===== config.mk =====
export PLATFORM = sky130hd
export DESIGN_NAME = ldrb_register_bank
export DESIGN_NICKNAME = d
export VERILOG_FILES = /design/src/verilog/ldrb_pkg.sv /design/src/verilog/ldrb_register_bank.sv
export SDC_FILE = /design/constraint.sdc
export NUM_CORES = 1
export LEC_CHECK = 0
export ABC_CLOCK_PERIOD_IN_PS = 990
export BUFFER_PORTS_ARGS = -buffer_cell sky130_fd_sc_hd__buf_4
export CORE_MARGIN = 4
export CORE_UTILIZATION = 55
export CTS_CLUSTER_DIAMETER = 80
export DETAILED_ROUTE_END_ITERATION = 16
export PLACE_DENSITY = 0.78
export SLEW_MARGIN = 20
export SYNTH_ARGS = -nofsm -noshare
export SYNTH_HDL_FRONTEND = slang
export SYNTH_SLANG_ARGS = --single-unit

===== constraint.sdc =====
create_clock -name clk_sys_i -period 0.99 [get_ports clk_sys_i]
set_clock_uncertainty 0.05 [all_clocks]
set_input_delay 0.099 -clock clk_sys_i [delete_from_list [all_inputs] [get_ports clk_sys_i]]
set_output_delay 0.099 -clock clk_sys_i [all_outputs]
set_load 0.05 [all_outputs]

===== src/verilog/ldrb_pkg.sv =====
// Package: register map, field positions and reset values of the LED driver register bank
package ldrb_pkg;

  // ***************************************************
  // Register offsets
  // ***************************************************
  localparam logic [7:0] LDRB_ADDR_SHUTDOWN    = 8'h00;
  localparam logic [7:0] LDRB_ADDR_CH_EN_LOW   = 8'h01;
  localparam logic [7:0] LDRB_ADDR_CH_EN_HIGH  = 8'h02;
  localparam logic [7:0] LDRB_ADDR_OP_CFG      = 8'h03;
  localparam logic [7:0] LDRB_ADDR_CUR_GAIN    = 8'h04;
  localparam logic [7:0] LDRB_ADDR_RAMP_HOLD   = 8'h05;
  localparam logic [7:0] LDRB_ADDR_MARKER      = 8'h06;
  localparam logic [7:0] LDRB_ADDR_DUTY_FIRST  = 8'h07;
  localparam logic [7:0] LDRB_ADDR_DUTY_LAST   = 8'h0f;
  localparam logic [7:0] LDRB_ADDR_OUT_COMMIT  = 8'h10;
  localparam logic [7:0] LDRB_ADDR_DELAY_FIRST = 8'h11;
  localparam logic [7:0] LDRB_ADDR_DELAY_LAST  = 8'h19;
  localparam logic [7:0] LDRB_ADDR_RAMP_FIRST  = 8'h1a;
  localparam logic [7:0] LDRB_ADDR_RAMP_LAST   = 8'h1c;
  localparam logic [7:0] LDRB_ADDR_OFF_FIRST   = 8'h1d;
  localparam logic [7:0] LDRB_ADDR_OFF_LAST    = 8'h25;
  localparam logic [7:0] LDRB_ADDR_TIME_COMMIT = 8'h26;
  localparam logic [7:0] LDRB_ADDR_RESTORE     = 8'hff;

  // ***************************************************
  // Commit value and writable-bit masks
  // ***************************************************
  localparam logic [7:0] LDRB_COMMIT_VALUE     = 8'h00;
  localparam logic [7:0] LDRB_MASK_SHUTDOWN    = 8'h01;
  localparam logic [7:0] LDRB_MASK_CH_EN_LOW   = 8'h77;
  localparam logic [7:0] LDRB_MASK_CH_EN_HIGH  = 8'h07;
  localparam logic [7:0] LDRB_MASK_OP_CFG      = 8'h77;
  localparam logic [7:0] LDRB_MASK_CUR_GAIN    = 8'hf7;
  localparam logic [7:0] LDRB_MASK_RAMP_HOLD   = 8'h77;
  localparam logic [7:0] LDRB_MASK_MARKER      = 8'h1f;
  localparam logic [7:0] LDRB_MASK_DELAY       = 8'h3f;
  localparam logic [7:0] LDRB_MASK_RAMP_TIME   = 8'hf7;
  localparam logic [7:0] LDRB_MASK_OFF         = 8'h3f;

  // ***************************************************
  // Reset values
  // ***************************************************
  localparam logic [7:0] LDRB_RST_SHUTDOWN     = 8'h00;
  localparam logic [7:0] LDRB_RST_CH_EN_LOW    = 8'h77;
  localparam logic [7:0] LDRB_RST_CH_EN_HIGH   = 8'h07;
  localparam logic [7:0] LDRB_RST_CONFIG       = 8'h00;
  localparam logic [7:0] LDRB_RST_TIME         = 8'h00;
  localparam logic [7:0] LDRB_RST_DUTY         = 8'h00;

  // ***************************************************
  // Field positions
  // ***************************************************
  localparam int LDRB_POS_MARKER_EN  = 4;
  localparam int LDRB_POS_CH_LO_A    = 0;
  localparam int LDRB_POS_CH_LO_B    = 4;
  localparam int LDRB_POS_GRP_MODE   = 4;
  localparam int LDRB_POS_AUDIO_EN   = 2;
  localparam int LDRB_POS_AGC_EN_N   = 1;
  localparam int LDRB_POS_AGC_SPEED  = 0;
  localparam int LDRB_POS_CASCADE    = 7;
  localparam int LDRB_POS_CURRENT    = 4;
  localparam int LDRB_POS_GAIN       = 0;
  localparam int LDRB_POS_RAMP_EN    = 4;
  localparam int LDRB_POS_HOLD_SEL   = 0;
  localparam logic [3:0] LDRB_MARKER_CH_MAX = 4'h8;

endpackage : ldrb_pkg


===== src/verilog/ldrb_register_bank.sv =====
// Write-only register bank of the nine-channel LED driver, shadowed with commit strobes
//
// How it works
// - Shutdown bit zero keeps device shut down
// - Low enable register: channels 1-3, 4-6
// - High enable register: channels 7-9, upper zero
// - Enable bits store each channel on/off
// - Group mode bits pick duty or breathing
// - Automatic gain enabled when bit is zero
// - Automatic gain speed: fast zero, slow one
// - Cascade role: master zero, slave one
// - Three-bit code selects maximum output current
// - Three-bit audio gain in 3 dB steps
// - Per-group ramping enable bits
// - Per-group hold phase: T2 or T4
// - Nine duty registers in channel order
// - Output commit loads pending duty and enables
// - Commit needs value zero; else keep active
// - Timing commit loads pending timing values
// - Timing commit needs zero; pending stays hidden
// - Restore register returns all defaults
// - Per-channel start delay timing registers
// - Marker enable plus valid channel select
module ldrb_register_bank
  import ldrb_pkg::*;
#(
  parameter int NUM_CH  = 9,
  parameter int NUM_GRP = 3
)(
  // Clock and reset
  input  wire logic                 clk_sys_i,
  input  wire logic                 reset_n_i,
  // Register write port from the serial bus slave
  input  wire logic                 wr_en_i,
  input  wire logic [7:0]           wr_addr_i,
  input  wire logic [7:0]           wr_data_i,
  // Global controls
  output logic                      soft_power_down_o,
  output logic [NUM_CH-1:0]         channel_on_bit_o,
  output logic [NUM_GRP-1:0]        group_mode_select_o,
  output logic                      audio_brightness_enable_o,
  output logic                      auto_level_enable_n_o,
  output logic                      auto_level_speed_o,
  output logic                      cascade_role_o,
  output logic [2:0]                current_code_o,
  output logic [2:0]                audio_gain_code_o,
  output logic [NUM_GRP-1:0]        ramp_enable_o,
  output logic [NUM_GRP-1:0]        hold_phase_select_o,
  output logic                      marker_enable_o,
  output logic [3:0]                marker_channel_o,
  output logic                      marker_valid_o,
  // Active per-channel and per-group values
  output logic [NUM_CH*8-1:0]       duty_o,
  output logic [NUM_CH*8-1:0]       start_delay_time_o,
  output logic [NUM_GRP*8-1:0]      rise_hold_fall_time_o,
  output logic [NUM_CH*8-1:0]       off_time_o
);

  // ***************************************************
  // Write decode
  // ***************************************************
  logic       restore;
  logic       out_commit;
  logic       time_commit;
  logic [7:0] cfg_shutdown_q;
  logic [7:0] cfg_op_q;
  logic [7:0] cfg_cur_q;
  logic [7:0] cfg_ramp_q;
  logic [7:0] cfg_marker_q;
  logic [7:0] en_low_sh_q;
  logic [7:0] en_high_sh_q;
  logic [7:0] en_low_q;
  logic [7:0] en_high_q;
  logic [7:0] duty_sh_q  [NUM_CH];
  logic [7:0] duty_q     [NUM_CH];
  logic [7:0] delay_sh_q [NUM_CH];
  logic [7:0] delay_q    [NUM_CH];
  logic [7:0] off_sh_q   [NUM_CH];
  logic [7:0] off_q      [NUM_CH];
  logic [7:0] ramp_sh_q  [NUM_GRP];
  logic [7:0] ramp_q     [NUM_GRP];

  // Restore is taken on any data; the commit strobes only on zero
  assign restore     = wr_en_i && (wr_addr_i == LDRB_ADDR_RESTORE);
  assign out_commit  = wr_en_i && (wr_addr_i == LDRB_ADDR_OUT_COMMIT)
                       && (wr_data_i == LDRB_COMMIT_VALUE);
  assign time_commit = wr_en_i && (wr_addr_i == LDRB_ADDR_TIME_COMMIT)
                       && (wr_data_i == LDRB_COMMIT_VALUE);

  // ***************************************************
  // Unshadowed configuration registers
  // ***************************************************
  always_ff @(posedge clk_sys_i or negedge reset_n_i)
  begin
    if (!reset_n_i)
    begin
      cfg_shutdown_q <= LDRB_RST_SHUTDOWN;
      cfg_op_q       <= LDRB_RST_CONFIG;
      cfg_cur_q      <= LDRB_RST_CONFIG;
      cfg_ramp_q     <= LDRB_RST_CONFIG;
      cfg_marker_q   <= LDRB_RST_CONFIG;
    end
    else if (restore)
    begin
      cfg_shutdown_q <= LDRB_RST_SHUTDOWN;
      cfg_op_q       <= LDRB_RST_CONFIG;
      cfg_cur_q      <= LDRB_RST_CONFIG;
      cfg_ramp_q     <= LDRB_RST_CONFIG;
      cfg_marker_q   <= LDRB_RST_CONFIG;
    end
    else if (wr_en_i)
    begin
      // Unused bits are masked so they are always stored as zero
      if (wr_addr_i == LDRB_ADDR_SHUTDOWN)
        cfg_shutdown_q <= wr_data_i & LDRB_MASK_SHUTDOWN;
      else if (wr_addr_i == LDRB_ADDR_OP_CFG)
        cfg_op_q <= wr_data_i & LDRB_MASK_OP_CFG;
      else if (wr_addr_i == LDRB_ADDR_CUR_GAIN)
        cfg_cur_q <= wr_data_i & LDRB_MASK_CUR_GAIN;
      else if (wr_addr_i == LDRB_ADDR_RAMP_HOLD)
        cfg_ramp_q <= wr_data_i & LDRB_MASK_RAMP_HOLD;
      else if (wr_addr_i == LDRB_ADDR_MARKER)
        cfg_marker_q <= wr_data_i & LDRB_MASK_MARKER;
    end
  end

  // ***************************************************
  // Channel enables: shadow then active
  // ***************************************************
  always_ff @(posedge clk_sys_i or negedge reset_n_i)
  begin
    if (!reset_n_i)
    begin
      en_low_sh_q  <= LDRB_RST_CH_EN_LOW;
      en_high_sh_q <= LDRB_RST_CH_EN_HIGH;
    end
    else if (restore)
    begin
      en_low_sh_q  <= LDRB_RST_CH_EN_LOW;
      en_high_sh_q <= LDRB_RST_CH_EN_HIGH;
    end
    else if (wr_en_i && (wr_addr_i == LDRB_ADDR_CH_EN_LOW))
      en_low_sh_q <= wr_data_i & LDRB_MASK_CH_EN_LOW;
    else if (wr_en_i && (wr_addr_i == LDRB_ADDR_CH_EN_HIGH))
      en_high_sh_q <= wr_data_i & LDRB_MASK_CH_EN_HIGH;
  end

  always_ff @(posedge clk_sys_i or negedge reset_n_i)
  begin
    if (!reset_n_i)
    begin
      en_low_q  <= LDRB_RST_CH_EN_LOW;
      en_high_q <= LDRB_RST_CH_EN_HIGH;
    end
    else if (restore)
    begin
      en_low_q  <= LDRB_RST_CH_EN_LOW;
      en_high_q <= LDRB_RST_CH_EN_HIGH;
    end
    else if (out_commit)
    begin
      en_low_q  <= en_low_sh_q;
      en_high_q <= en_high_sh_q;
    end
  end

  // ***************************************************
  // Per-channel duty and timing registers, per-group ramp timing registers
  // ***************************************************
  generate
    for (genvar c = 0; c < NUM_CH; c++)
    begin : g_ch
      localparam logic [7:0] DUTY_A  = 8'(LDRB_ADDR_DUTY_FIRST + c);
      localparam logic [7:0] DELAY_A = 8'(LDRB_ADDR_DELAY_FIRST + c);
      localparam logic [7:0] OFF_A   = 8'(LDRB_ADDR_OFF_FIRST + c);

      always_ff @(posedge clk_sys_i or negedge reset_n_i)
      begin
        if (!reset_n_i)
        begin
          duty_sh_q[c]  <= LDRB_RST_DUTY;
          delay_sh_q[c] <= LDRB_RST_TIME;
          off_sh_q[c]   <= LDRB_RST_TIME;
        end
        else if (restore)
        begin
          duty_sh_q[c]  <= LDRB_RST_DUTY;
          delay_sh_q[c] <= LDRB_RST_TIME;
          off_sh_q[c]   <= LDRB_RST_TIME;
        end
        else if (wr_en_i)
        begin
          if (wr_addr_i == DUTY_A)
            duty_sh_q[c] <= wr_data_i;
          else if (wr_addr_i == DELAY_A)
            delay_sh_q[c] <= wr_data_i & LDRB_MASK_DELAY;
          else if (wr_addr_i == OFF_A)
            off_sh_q[c] <= wr_data_i & LDRB_MASK_OFF;
        end
      end

      always_ff @(posedge clk_sys_i or negedge reset_n_i)
      begin
        if (!reset_n_i)
        begin
          duty_q[c]  <= LDRB_RST_DUTY;
          delay_q[c] <= LDRB_RST_TIME;
          off_q[c]   <= LDRB_RST_TIME;
        end
        else if (restore)
        begin
          duty_q[c]  <= LDRB_RST_DUTY;
          delay_q[c] <= LDRB_RST_TIME;
          off_q[c]   <= LDRB_RST_TIME;
        end
        else
        begin
          if (out_commit)
            duty_q[c] <= duty_sh_q[c];
          if (time_commit)
          begin
            delay_q[c] <= delay_sh_q[c];
            off_q[c]   <= off_sh_q[c];
          end
        end
      end

      assign duty_o[c*8 +: 8]             = duty_q[c];
      assign start_delay_time_o[c*8 +: 8] = delay_q[c];
      assign off_time_o[c*8 +: 8]         = off_q[c];
    end

    for (genvar g = 0; g < NUM_GRP; g++)
    begin : g_grp
      localparam logic [7:0] RAMP_A = 8'(LDRB_ADDR_RAMP_FIRST + g);

      always_ff @(posedge clk_sys_i or negedge reset_n_i)
      begin
        if (!reset_n_i)
        begin
          ramp_sh_q[g] <= LDRB_RST_TIME;
          ramp_q[g]    <= LDRB_RST_TIME;
        end
        else if (restore)
        begin
          ramp_sh_q[g] <= LDRB_RST_TIME;
          ramp_q[g]    <= LDRB_RST_TIME;
        end
        else
        begin
          if (wr_en_i && (wr_addr_i == RAMP_A))
            ramp_sh_q[g] <= wr_data_i & LDRB_MASK_RAMP_TIME;
          if (time_commit)
            ramp_q[g] <= ramp_sh_q[g];
        end
      end

      assign rise_hold_fall_time_o[g*8 +: 8] = ramp_q[g];
    end
  endgenerate

  // ***************************************************
  // Decoded controls
  // ***************************************************
  // Shutdown is active while the stored bit is clear
  assign soft_power_down_o = ~cfg_shutdown_q[0];
  // A set bit turns the channel on, a clear one turns it off
  assign channel_on_bit_o  = {en_high_q[2:0],
                              en_low_q[LDRB_POS_CH_LO_B +: 3],
                              en_low_q[LDRB_POS_CH_LO_A +: 3]};
  assign group_mode_select_o       = cfg_op_q[LDRB_POS_GRP_MODE +: NUM_GRP];
  assign audio_brightness_enable_o = cfg_op_q[LDRB_POS_AUDIO_EN];
  // Stored bit is already the active-low enable
  assign auto_level_enable_n_o     = cfg_op_q[LDRB_POS_AGC_EN_N];
  assign auto_level_speed_o        = cfg_op_q[LDRB_POS_AGC_SPEED];
  assign cascade_role_o            = cfg_cur_q[LDRB_POS_CASCADE];
  assign current_code_o            = cfg_cur_q[LDRB_POS_CURRENT +: 3];
  assign audio_gain_code_o         = cfg_cur_q[LDRB_POS_GAIN +: 3];
  assign ramp_enable_o             = cfg_ramp_q[LDRB_POS_RAMP_EN +: NUM_GRP];
  assign hold_phase_select_o       = cfg_ramp_q[LDRB_POS_HOLD_SEL +: NUM_GRP];
  assign marker_enable_o           = cfg_marker_q[LDRB_POS_MARKER_EN];
  assign marker_channel_o          = cfg_marker_q[3:0];
  // Codes above channel nine are stored but flagged unusable
  assign marker_valid_o            = (cfg_marker_q[3:0] <= LDRB_MARKER_CH_MAX);

endmodule : ldrb_register_bank


Word level (Yosys, flattened, before mapping)
Index checks and enable logic that the tools add are counted.
{"block": "word_totals", "register_bits": 528, "in_bits": 19, "out_inout_bits": 275, "wordCells": 426}
{"block": "classes", "magnitude_cmp": 1, "eq_ne": 62, "muxes": 208, "n_bitwise": 1, "reduce_logical": 85}
{"operator": "two-way mux 8 bit", "count": 179}
{"operator": "equality test 8 x 5 -> 1 bit, second input constant", "count": 16}
{"operator": "two-way mux 7 bit", "count": 14}
{"operator": "nonzero test 2 bit", "count": 40}
{"operator": "equality test 8 x 4 -> 1 bit, second input constant", "count": 8}
{"operator": "equality test 8 x 6 -> 1 bit, second input constant", "count": 7}
{"operator": "inequality test 2 bit, second input constant", "count": 23}
{"operator": "AND reduction 4 bit", "count": 10}
{"operator": "two-way mux 5 bit", "count": 7}
{"operator": "equality test 8 x 3 -> 1 bit, second input constant", "count": 4}
{"operator": "AND reduction 3 bit", "count": 10}
{"operator": "AND reduction 2 bit", "count": 11}
{"operator": "equality test 8 x 2 -> 1 bit, second input constant", "count": 2}
{"operator": "zero test 8 bit", "count": 2}
{"operator": "two-way mux 3 bit", "count": 5}
{"operator": "logical AND 1 bit", "count": 10}
{"operator": "equality test 8 x 1 -> 1 bit, second input constant", "count": 1}
{"operator": "equality test 8 bit, second input constant", "count": 1}
{"operator": "AND reduction 6 bit", "count": 1}
{"operator": "AND reduction 5 bit", "count": 1}
{"operator": "<= comparator 4 bit, second input constant", "count": 1}
{"operator": "two-way mux 1 bit", "count": 3}
{"operator": "inverter 1 bit", "count": 1}

Logic depth before layout (Yosys ltp)
Gate-level depths: netlist of run 1.
{"block": "logic_depth", "ltp_word": 8, "ltp_mapped": 8, "mapped_depth_nobuf": 4}

Worst setup path before layout of run 1
No wires, ideal clock.
{"block": "synth_path", "path_type": "reg-to-output", "startpoint": "register cfg_marker_q[1]", "endpoint": "output marker_valid_o", "arrival_ns": 1.846, "required_ns": 0.841, "slack_ns": -1.005, "path_stages_with_launch": 2, "n_path_buf": 0, "path_cell_list": "dfrtp_1 -> o31ai_1"}
{"block": "synth_between", "elab_chain_cells": 1}
{"item": "start: declaration", "line": "ldrb_register_bank.sv:69", "rtl": "logic [7:0] cfg_marker_q;"}
{"item": "start signal: assignment", "line": "ldrb_register_bank.sv:123", "rtl": "cfg_marker_q <= wr_data_i & LDRB_MASK_MARKER;"}
{"item": "<= comparator 4 bit", "line": "ldrb_register_bank.sv:284", "rtl": "assign marker_valid_o = (cfg_marker_q[3:0] <= LDRB_MARKER_CH_MAX);"}
{"item": "end: declaration", "line": "ldrb_register_bank.sv:51", "rtl": "output logic marker_valid_o,"}
No other way between the ends.

Worst setup path after layout of run 1
{"block": "layout_path", "startpoint": "register cfg_marker_q[2]", "endpoint": "output marker_valid_o"}
The elaborated chain is that of the path after synthesis.

==> run metrics, run 1 <==
outcome complete, but fails checks; failing checks negative setup slack; Die Width 193.9 um; worst skew pair latency 560 ps; final cell count without fillers 2790; post-layout min period 1634 ps; post-synthesis cell area 19010 um2; multi-input logic area 8924 um2; placed inst area 22560 um2; Worst Setup End Kind output port; routability cong. 0.8666; DIE AREA 37600 um2; Least-Margin Pin Slew 639.4 ps; final worst-path setup slack -643.8 ps; starting density of the core 56.26%; Slew HR 57.37%; R2R Path Start cfg_marker_q[2]$_DFFE_PN0P_; FF-to-FF path depth 5; overall power 41.13 mW; CTS root buffer clkbuf_16; chip height 193.9 um; first-pass GRT wire length 104.2 mm; max-cap violation count 0; worst vdd ir 1723 uV; synthesized flop and latch total 445; fillers 1367; syn_area_per_cell 10.31 um2; largest net degree at the start of global routing 68; Startpoint Class register; share of layout cells above drive strength 1 43.96%; drt drc 0; post-synthesis sequential area ratio 58.70%; H-Tree Depth 2; initial antenna violation count 0; GRT Util Overall 34.63%; vias post-DR 18290; post-synth cell types 41; Iter 0 DRT Violations 2186; WHS 16.32 ps; synth-to-layout area growth 56.04%; Max Slew Vio Count 0; CP Class reg -> out; Peak Freq 0.6121 GHz; number of global-route vias before repair 17960; Storage cell area 11160 um2; data arrival time of the worst path 1480 ps; number of CTS-inserted buffers 46; hold path cells 4; Post-Route WL 79.18 mm; leakage power 14.36 nW; detailed placer's ending HPWL 36.17 mm; first drt pass iteration count 6; FF-to-FF setup slack -170 ps; crit path max fanout 2; power per standard cell area 1387 nW/um2; FF-to-FF End cfg_marker_q[2]$_DFFE_PN0P_; Setup TNS Final -188750 ps; Final Setup Violations 687; Clock Path Buffers 3; Ports 294; sink of the worst hold path duty_sh_q[39]$_DFFE_PN0P_; clk slew on worst S/H paths 70 ps; Synth warnings 0; worst hold start wr_data_i[7]; Via-to-Cell Ratio 6.554; Setup WS pre-CTS -973.0 ps; CP Data Required Time 840 ps; Num Clock Sinks 445; Final Cycle Share 165.0%; Remaining Overflow, GRT 0; Nets 2322; Routed Antenna Nets 0; Final Hold Fails 0; Placed Cells 2538; RSZ-0062 raised after global routing yes; # port buffers 254; Synth Instances 1844; fin util 87.79%; routed length per instance 28.38 um; FP Rows 67; Core Box Area 33780 um2; post-route cell area 29660 um2; Hold Crit Class in -> reg; CTS tree yes
## sequential cells by signal (all words and copies together) (netlist names), 5 cells and up
| register | cells |
|---|---|
| cfg_cur_q | 7 |
| cfg_marker_q | 5 |
| cfg_op_q | 6 |
| cfg_ramp_q | 6 |
| delay_sh_q | 54 |
| duty_o | 72 |
| duty_sh_q | 72 |
| en_low_q | 6 |
| en_low_sh_q | 6 |
| off_sh_q | 54 |
| off_time_o | 54 |
| ramp_sh_q | 21 |
| rise_hold_fall_time_o | 21 |
| start_delay_time_o | 54 |
## worst max-delay path by stage
stage                                     start                          to  slack [ps]
global placement                   wr_data_i[5]    en_high_q[2]$_DFFE_PN1P_        -920
finish              cfg_marker_q[2]$_DFFE_PN0P_              marker_valid_o        -640
CTS                 cfg_marker_q[1]$_DFFE_PN0P_              marker_valid_o        -560
global route        cfg_marker_q[2]$_DFFE_PN0P_              marker_valid_o        -660
detailed placement                 wr_addr_i[1]      duty_o[66]$_DFFE_PN0P_        -970
floorplan                          wr_data_i[5]  off_time_o[19]$_DFFE_PN0P_        -760
## per-layer routing
layer  GRT usage [%]  routed length (um)  vias to the layer above
li1                -                   -                     7283
met1           43.29               27360                     9222
met2           58.79               38720                     1324
met3           7.420                7492                      457
met4           14.95                5609                        0
met5               0                   0                        -
## cell families after synthesis
family          count (synthesis)  share of synthesized area [%]
other cells                     1                        0.01973
mux                           176                          9.268
compound gates                474                          14.15
simple gates                  443                          10.97
buf+inv                       305                          6.892
flops                         445                          58.70
## area by class of cell
type                            instances  share of cell area [%]
Timing Repair Buffer                  590                   23.92
Antenna cell                            1                0.008437
Tap cell                              448                   1.890
Multi-Input combinational cell       1132                   30.09
Inverter                               88                   1.114
Sequential cell                       445                   37.63
Clock inverter                         15                  0.5358
Clock buffer                           71                   4.818
## worst max-delay path, cell delays in order (launching register included)
cell and delay (ps):
dfrtp_1 410, o31ai_4 310, buf_6 210
## where the power goes
group / total [mW] / switching, mW / leakage (nW) / internal [mW]
logic: 3.39 / 2.30 / 7.47 / 1.09
registers: 19.3 / 0.499 / 6.11 / 18.8
clock network: 18.5 / 7.73 / 0.784 / 10.7
total: 41.1 / 10.5 / 14.4 / 30.6
## synthesized netlist by cell type (all sizes together)
library cell	instances	area share, %
dfrtp	427	56
o21ai	242	6.4
nor2	181	3.6
mux2i	176	9.3
clkbuf	161	3.2
nand3	148	3.9
a21oi	112	2.9
o211ai	98	3.9
inv	88	1.7
buf	56	2.0
nand2	45	0.89
dfstp	18	2.5
a22o	15	0.69
nand4	15	0.49
nor3	14	0.42
and4	6	0.28
o31ai	6	0.24
nor2b	5	0.16
nor4bb	4	0.21
or3	4	0.13
nor4	3	0.18
or4	3	0.12
and2	2	0.066
and3	2	0.066
nand2b	2	0.066
nor3b	2	0.11
nor4b	2	0.092
or2	2	0.066
a31oi	1	0.033
conb	1	0.020
nand4b	1	0.046
nand4bb	1	0.059
or3b	1	0.046
## placed cells by master (no fill, tap or decap), types with 29 or more instances in the layout
master and n:
dfrtp_1 426, buf_6 258, buf_4 200, nor2_1 177, mux2i_1 176, o21ai_0 100
a21oi_2 99, o211ai_1 98, inv_1 87, o21ai_2 87, nand3_4 70, clkbuf_16 62
buf_12 62, nand3_1 46, o21ai_1 44, conb_1 39, nand2_1 38, nand3_2 32
buf_8 29
## repair_timing
item                                   in CTS  in global routing
endpoints found under the hold margin     454                  0
buffers inserted                           79                 52
hold buffers                                4                  0
resized for setup                         425                463
gates cloned                               29                 16
setup endpoints to repair                 680                687
pin swaps                                  42                166
Power figures use the tool's default switching activity.
==> run 2, diff against run 1 <==
--- a/config.mk
+++ b/config.mk
@@ -5,12 +5,13 @@
 export SDC_FILE = /design/constraint.sdc
 export NUM_CORES = 1
 export LEC_CHECK = 0
-export ABC_CLOCK_PERIOD_IN_PS = 990
+export ABC_CLOCK_PERIOD_IN_PS = 2100
 export BUFFER_PORTS_ARGS = -buffer_cell sky130_fd_sc_hd__buf_4
 export CORE_MARGIN = 4
 export CORE_UTILIZATION = 55
 export CTS_CLUSTER_DIAMETER = 80
 export DETAILED_ROUTE_END_ITERATION = 16
+export GPL_TIMING_DRIVEN = 0
 export PLACE_DENSITY = 0.78
 export SLEW_MARGIN = 20
 export SYNTH_ARGS = -nofsm -noshare
==> constraint.sdc (replaced) <==
create_clock -name clk_sys_i -period 2.1 [get_ports clk_sys_i]
set_clock_uncertainty 0.05 [all_clocks]
set_input_delay 0.21 -clock clk_sys_i [delete_from_list [all_inputs] [get_ports clk_sys_i]]
set_output_delay 0.21 -clock clk_sys_i [all_outputs]
set_load 0.05 [all_outputs]
==> run metrics, run 2 (same netlist as run 1, synthesis figures left out) <==
worst vdd ir 531.2 uV; first-pass GRT wire length 89.09 mm; Post-Route WL 57.01 mm; post-layout min period 2040 ps; CP Class in -> reg; switching pwr 4.343 mW; Final Cycle Share 97.16%; Clock Path Buffers 3; R2R Path Start en_high_sh_q[2]$_DFFE_PN1P_; CP Data Required Time 2480 ps; starting density of the core 56.26%; DIE AREA 37600 um2; uppermost layer routed met5; WL met3 5.122 mm; WHS 27.78 ps; number of global-route vias before repair 15670; hold path cells 3; initial antenna violation count 5; H-Tree Depth 2; largest net degree at the start of global routing 105; FF-to-FF path depth 2; FF-to-FF setup slack 1190 ps; Final Setup Violations 0; Seq pwr share 49.7%; CTS tree yes; post-route cell area 23310 um2; power per standard cell area 776.7 nW/um2; Remaining Overflow, GRT 0; outcome completed; data arrival time of the worst path 2420 ps; final worst-path setup slack 59.67 ps; leakage power 12.00 nW; clk slew on worst S/H paths 60 ps; Final Hold Fails 0; CTS root buffer clkbuf_16; Core Box Area 33780 um2; met2 wire length 26.45 mm; Setup WS pre-CTS -938.7 ps; routed length per instance 21.29 um; Via-to-Cell Ratio 5.831; Max Slew Vio Count 0; crit path max fanout 10; routability cong. 0.9206; first drt pass iteration count 5; Startpoint Class input pin; Worst Setup End Kind register; detailed placer's ending HPWL 40.86 mm; placed inst area 21700 um2; part of the power in combinational logic 6.8%; chip height 193.9 um; share of layout cells above drive strength 1 18.56%; vias post-DR 15620; Nets 2209; synth-to-layout area growth 22.62%; Peak Freq 0.4901 GHz; FP Rows 67; WL met1 23.08 mm; number of CTS-inserted buffers 45; FF-to-FF End en_high_q[2]$_DFFE_PN1P_; drt drc 0; most frequent cells in the layout 427 x dfrtp_1, 295 x buf_4, 181 x nor2_1, 176 x mux2i_1, 168 x clkbuf_1; Iter 0 DRT Violations 1434; max-cap violation count 0; worst skew pair latency 550 ps; # port buffers 249; Int Pwr 13.76 mW; sink of the worst hold path ramp_sh_q[22]$_DFFE_PN0P_; Least-Margin Pin Slew 933.7 ps; commonest non-fill, non-tap cell in the layout dfrtp_1; Ports 294; worst hold start wr_data_i[6]; Num Clock Sinks 445; fillers 2557; switching share of power 23.99%; clock share of power 43.5%; Slew HR 37.27%; GRT Util Overall 29.52%; Hold Crit Class in -> reg; Die Width 193.9 um; Routed Antenna Nets 0; RSZ-0062 raised after global routing no
==> run 2: cell types whose count changed in the layout (fill, tap and decap cells not counted), sizes merged <==
cell and delta:
clkinvlp -1, diode +4, bufinv -1, inv +1
buf -259, clkbuf +146, clkinv -1, dlygate4sd3 -1
==> run 2: timing repair <==
item                                    in CTS  in global routing
endpoints found under the hold margin       79                  0
hold buffers                                 3                  0
gates cloned                                 0                  1
endpoints found under the setup margin     318                274
resized for setup                            2                 27
pin swaps                                    2                  1
buffers inserted                             3                  1
==> run 2: routing by layer <==
layer / up-vias / GRT usage, %
li1: 7040 / -
met1: 7733 / 39.65
met2: 698 / 47.44
met3: 142 / 7.402
met4: 2 / 10.34
met5: - / 0
==> run 2: critical path, cell delays in order <==
cell      delay, ps
buf_4           120
clkbuf_1        200
nor3b_1         660
and4_1          290
clkbuf_1        420
nor2_1          270
a22o_1          250
==> run 2: final cells by class <==
cell class | count | area [um2] | share of cell area [%]
plain buffers | 217 | 992.2 | 4.257
diodes | 5 | 12.51 | 0.05368
clock buffers | 69 | 1319 | 5.658
well taps | 448 | 560.5 | 2.405
multi-input cells | 1132 | 6734 | 28.89
inverters | 88 | 330.3 | 1.417
flip-flops and latches | 445 | 11160 | 47.87
clock inverters | 13 | 125.1 | 0.5368
repair buffers | 261 | 2077 | 8.911
==> run 2: power by group through the flow <==
stage | Combinational [mW] | Sequential, mW | Clock (mW)
2_1_floorplan | 0.615 | 9.23 | 0
3_3_place_gp | 1.15 | 9.14 | 0
3_5_place_dp | 1.21 | 9.15 | 0
4_1_cts | 1.22 | 9.00 | 7.92
5_1_grt | 1.35 | 9.02 | 8.30
6_report | 1.23 | 9.00 | 7.87
==> run 2: through the flow <==
stage / std cells / setup TNS, ps / util (%) / power (mW)
final: 2678 / 0 / 68.99 / 18.10
after detailed placement: 2583 / -270920 / 64.24 / 10.35
after global placement: 2579 / -1767390 / 63.89 / 10.29
after floorplan: 1882 / 0 / - / 9.843
after global routing: 2677 / 0 / 68.99 / 18.67
after CTS: 2671 / 0 / 68.69 / 18.13
==> run 2: how the worst max path moves through the flow <==
stage,startpoint,endpoint,slack (ps),cells after the start
4_1_cts,wr_addr_i[2],start_delay_time_o[43]$_DFFE_PN0P_,20,8
2_1_floorplan,wr_data_i[1],start_delay_time_o[3]$_DFFE_PN0P_,100,7
3_5_place_dp,wr_data_i[0],duty_o[1]$_DFFE_PN0P_,-940,7
3_3_place_gp,reset_n_i,start_delay_time_o[67]$_DFFE_PN0P_,-3540,1
5_1_grt,wr_data_i[3],off_time_o[51]$_DFFE_PN0P_,1,9
6_report,wr_addr_i[3],delay_sh_q[60]$_DFFE_PN0P_,60,7
==> run 3, diff against run 2 <==
--- a/config.mk
+++ b/config.mk
@@ -5,6 +5,7 @@
 export SDC_FILE = /design/constraint.sdc
 export NUM_CORES = 1
 export LEC_CHECK = 0
+export ABC_AREA = 1
 export ABC_CLOCK_PERIOD_IN_PS = 2100
 export BUFFER_PORTS_ARGS = -buffer_cell sky130_fd_sc_hd__buf_4
 export CORE_MARGIN = 4
@@ -13,6 +14,7 @@
 export DETAILED_ROUTE_END_ITERATION = 16
 export GPL_TIMING_DRIVEN = 0
 export PLACE_DENSITY = 0.78
+export RECOVER_POWER = 100
 export SLEW_MARGIN = 20
 export SYNTH_ARGS = -nofsm -noshare
 export SYNTH_HDL_FRONTEND = slang
==> run metrics, run 3 <==
Least-Margin Pin Slew 1008 ps; outcome completed; Synth warnings 0; CP Class in -> reg; Final Hold Fails 0; number of global-route vias before repair 16170; power per standard cell area 843.2 nW/um2; leakage power 12.75 nW; Via-to-Cell Ratio 5.336; first drt pass iteration count 6; CTS root buffer clkbuf_16; Peak Freq 0.5214 GHz; cell accounting for the most synthesized area dfrtp_1; asr flop ratio synth 100.0%; post-synthesis sequential area ratio 57.79%; synthesized flop and latch total 445; CP Data Required Time 2480 ps; FF-to-FF setup slack 1220 ps; initial antenna violation count 5; placed inst area 22050 um2; post-route cell area 22710 um2; routed length per instance 17.53 um; Post-Route WL 55.19 mm; count leader, synth nand2_1; Max Slew Vio Count 0; Placed Cells 3055; Synth area leaders dfrtp_1 55%, nand2_1 16%, nand3_1 7.6%, o21ai_0 4.1%, inv_1 3.8%; hold path cells 3; max-cap violation count 0; post-synthesis cell area 19310 um2; Clock Path Buffers 3; worst skew pair latency 550 ps; final cell count without fillers 3148; sink of the worst hold path ramp_sh_q[7]$_DFFE_PN0P_; largest net degree at the start of global routing 103; Remaining Overflow, GRT 0; crit path max fanout 10; fillers 3026; starting density of the core 55.76%; CP startpoint wr_addr_i[3]; Final Setup Violations 0; clk slew on worst S/H paths 60 ps; synth-to-layout area growth 17.62%; CTS tree yes; share of layout cells above drive strength 1 8.919%; DIE AREA 38170 um2; FP Rows 68; ys flop type dfrtp_1; drt drc 0; Iter 0 DRT Violations 1527; overall power 19.15 mW; first-pass GRT wire length 86.68 mm; R2R Path Start en_high_sh_q[2]$_DFFE_PN1P_; FF-to-FF path depth 4; Core Box Area 34630 um2; Nets 2673; routability cong. 0.9046; FF-to-FF End en_high_q[2]$_DFFE_PN1P_; worst vdd ir 591.3 uV; detailed placer's ending HPWL 38.97 mm; Die Width 195.4 um; post-synth cell types 27; Synth Instances 2304; data arrival time of the worst path 2300 ps; Routed Antenna Nets 0; chip height 195.4 um; # port buffers 254; worst hold start wr_data_i[7]; GRT Util Overall 28.22%; Final Cycle Share 91.32%; Num Clock Sinks 445; Slew HR 32.82%; number of CTS-inserted buffers 45; final worst-path setup slack 182.2 ps; most frequent cells in the layout 806 x nand2_1, 427 x dfrtp_1, 323 x clkbuf_1, 295 x nand3_1, 199 x inv_1; Ports 294; Post-synth EDFFs 0; Setup WS pre-CTS -150.1 ps; Startpoint Class input pin; post-layout min period 1918 ps; post-synth top area share 55.34%; Worst Setup End Kind register; commonest non-fill, non-tap cell in the layout nand2_1; H-Tree Depth 2; RSZ-0062 raised after global routing no; Hold Crit Class in -> reg; vias post-DR 16800; synth cell count leaders 806 x nand2_1, 427 x dfrtp_1, 294 x nand3_1, 197 x inv_1, 160 x o21ai_0; syn_area_per_cell 8.381 um2
-- run 3: changes by cell type in the layout (fill, tap and decap cells not counted), moves of 83 or more --
cell	previous run	this run
clkbuf_1	168	323
o211ai_1	98	0
nand3_1	141	295
a21oi_1	112	0
mux2i_1	176	0
o21ai_1	84	1
buf_4	295	57
nand2_1	45	806
inv_1	88	199
-- run 3: area by class of cell --
type / instances / area [um2] / area share, %
multi-input cells: 1511 / 6544 / 28.81
repair buffers: 265 / 1175 / 5.173
diodes: 2 / 5.005 / 0.02204
plain buffers: 181 / 923.4 / 4.066
flip-flops and latches: 445 / 11160 / 49.13
well taps: 455 / 569.3 / 2.507
clock buffers: 61 / 1309 / 5.762
clock inverters: 23 / 259.0 / 1.140
inverters: 205 / 769.5 / 3.388
-- run 3: per-layer routing --
layer  part of all wire, %  global-route usage, %
met5                 0.082                      0
met4                   3.1                  7.706
met3                   8.4                  6.056
met2                    47                  46.17
met1                    41                  38.71
-- run 3: critical path, stage by stage --
cell and delay [ps]:
buf_4 130, nand2_1 120, nor2_2 110, nand3b_1 90
clkbuf_1 750, nand2_1 180, clkbuf_2 290, clkbuf_2 260
nand2_1 100, nand2_1 50
-- run 3: timing repair --
action	4_1_cts	5_1_grt
endpoints found under the hold margin	92	0
setup buffers	0	0
hold buffers	7	0
resized for setup	0	0
-- run 3: cell families after synthesis --
group	share of synthesized area, %
AO/OA/AOI/OAI	4.413
buffers and inverters	9.039
flip-flops	57.79
other	0.01942
AND/OR/NAND/NOR	28.74
-- run 3: metrics by stage --
stage	TNS, ps	hold slack, ps	utilization, %
finish	0	23.97	65.59
global route	0	23.73	65.58
CTS	0	18.09	68.41
detailed placement	-7256	195.2	63.68
global placement	-1529770	405.3	63.34
floorplan	0	-135.6	-
-- run 3: worst max-delay path by stage --
stage                                       to  slack [ps]
floorplan                       marker_valid_o         400
global placement    off_time_o[64]$_DFFE_PN0P_       -3520
detailed placement      duty_o[39]$_DFFE_PN0P_        -150
global route          cfg_cur_q[0]$_DFFE_PN0P_         120
finish                  duty_o[69]$_DFFE_PN0P_         180
CTS                   cfg_cur_q[1]$_DFFE_PN0P_         370
-- run 3: power breakdown --
group          internal (mW)  total (mW)  leakage (nW)  switching (mW)
clock                   5.01        8.36         0.775            3.35
sequential              9.02        9.21          5.74           0.191
combinational          0.421        1.58          6.23            1.15
total                   14.5        19.2          12.7            4.70
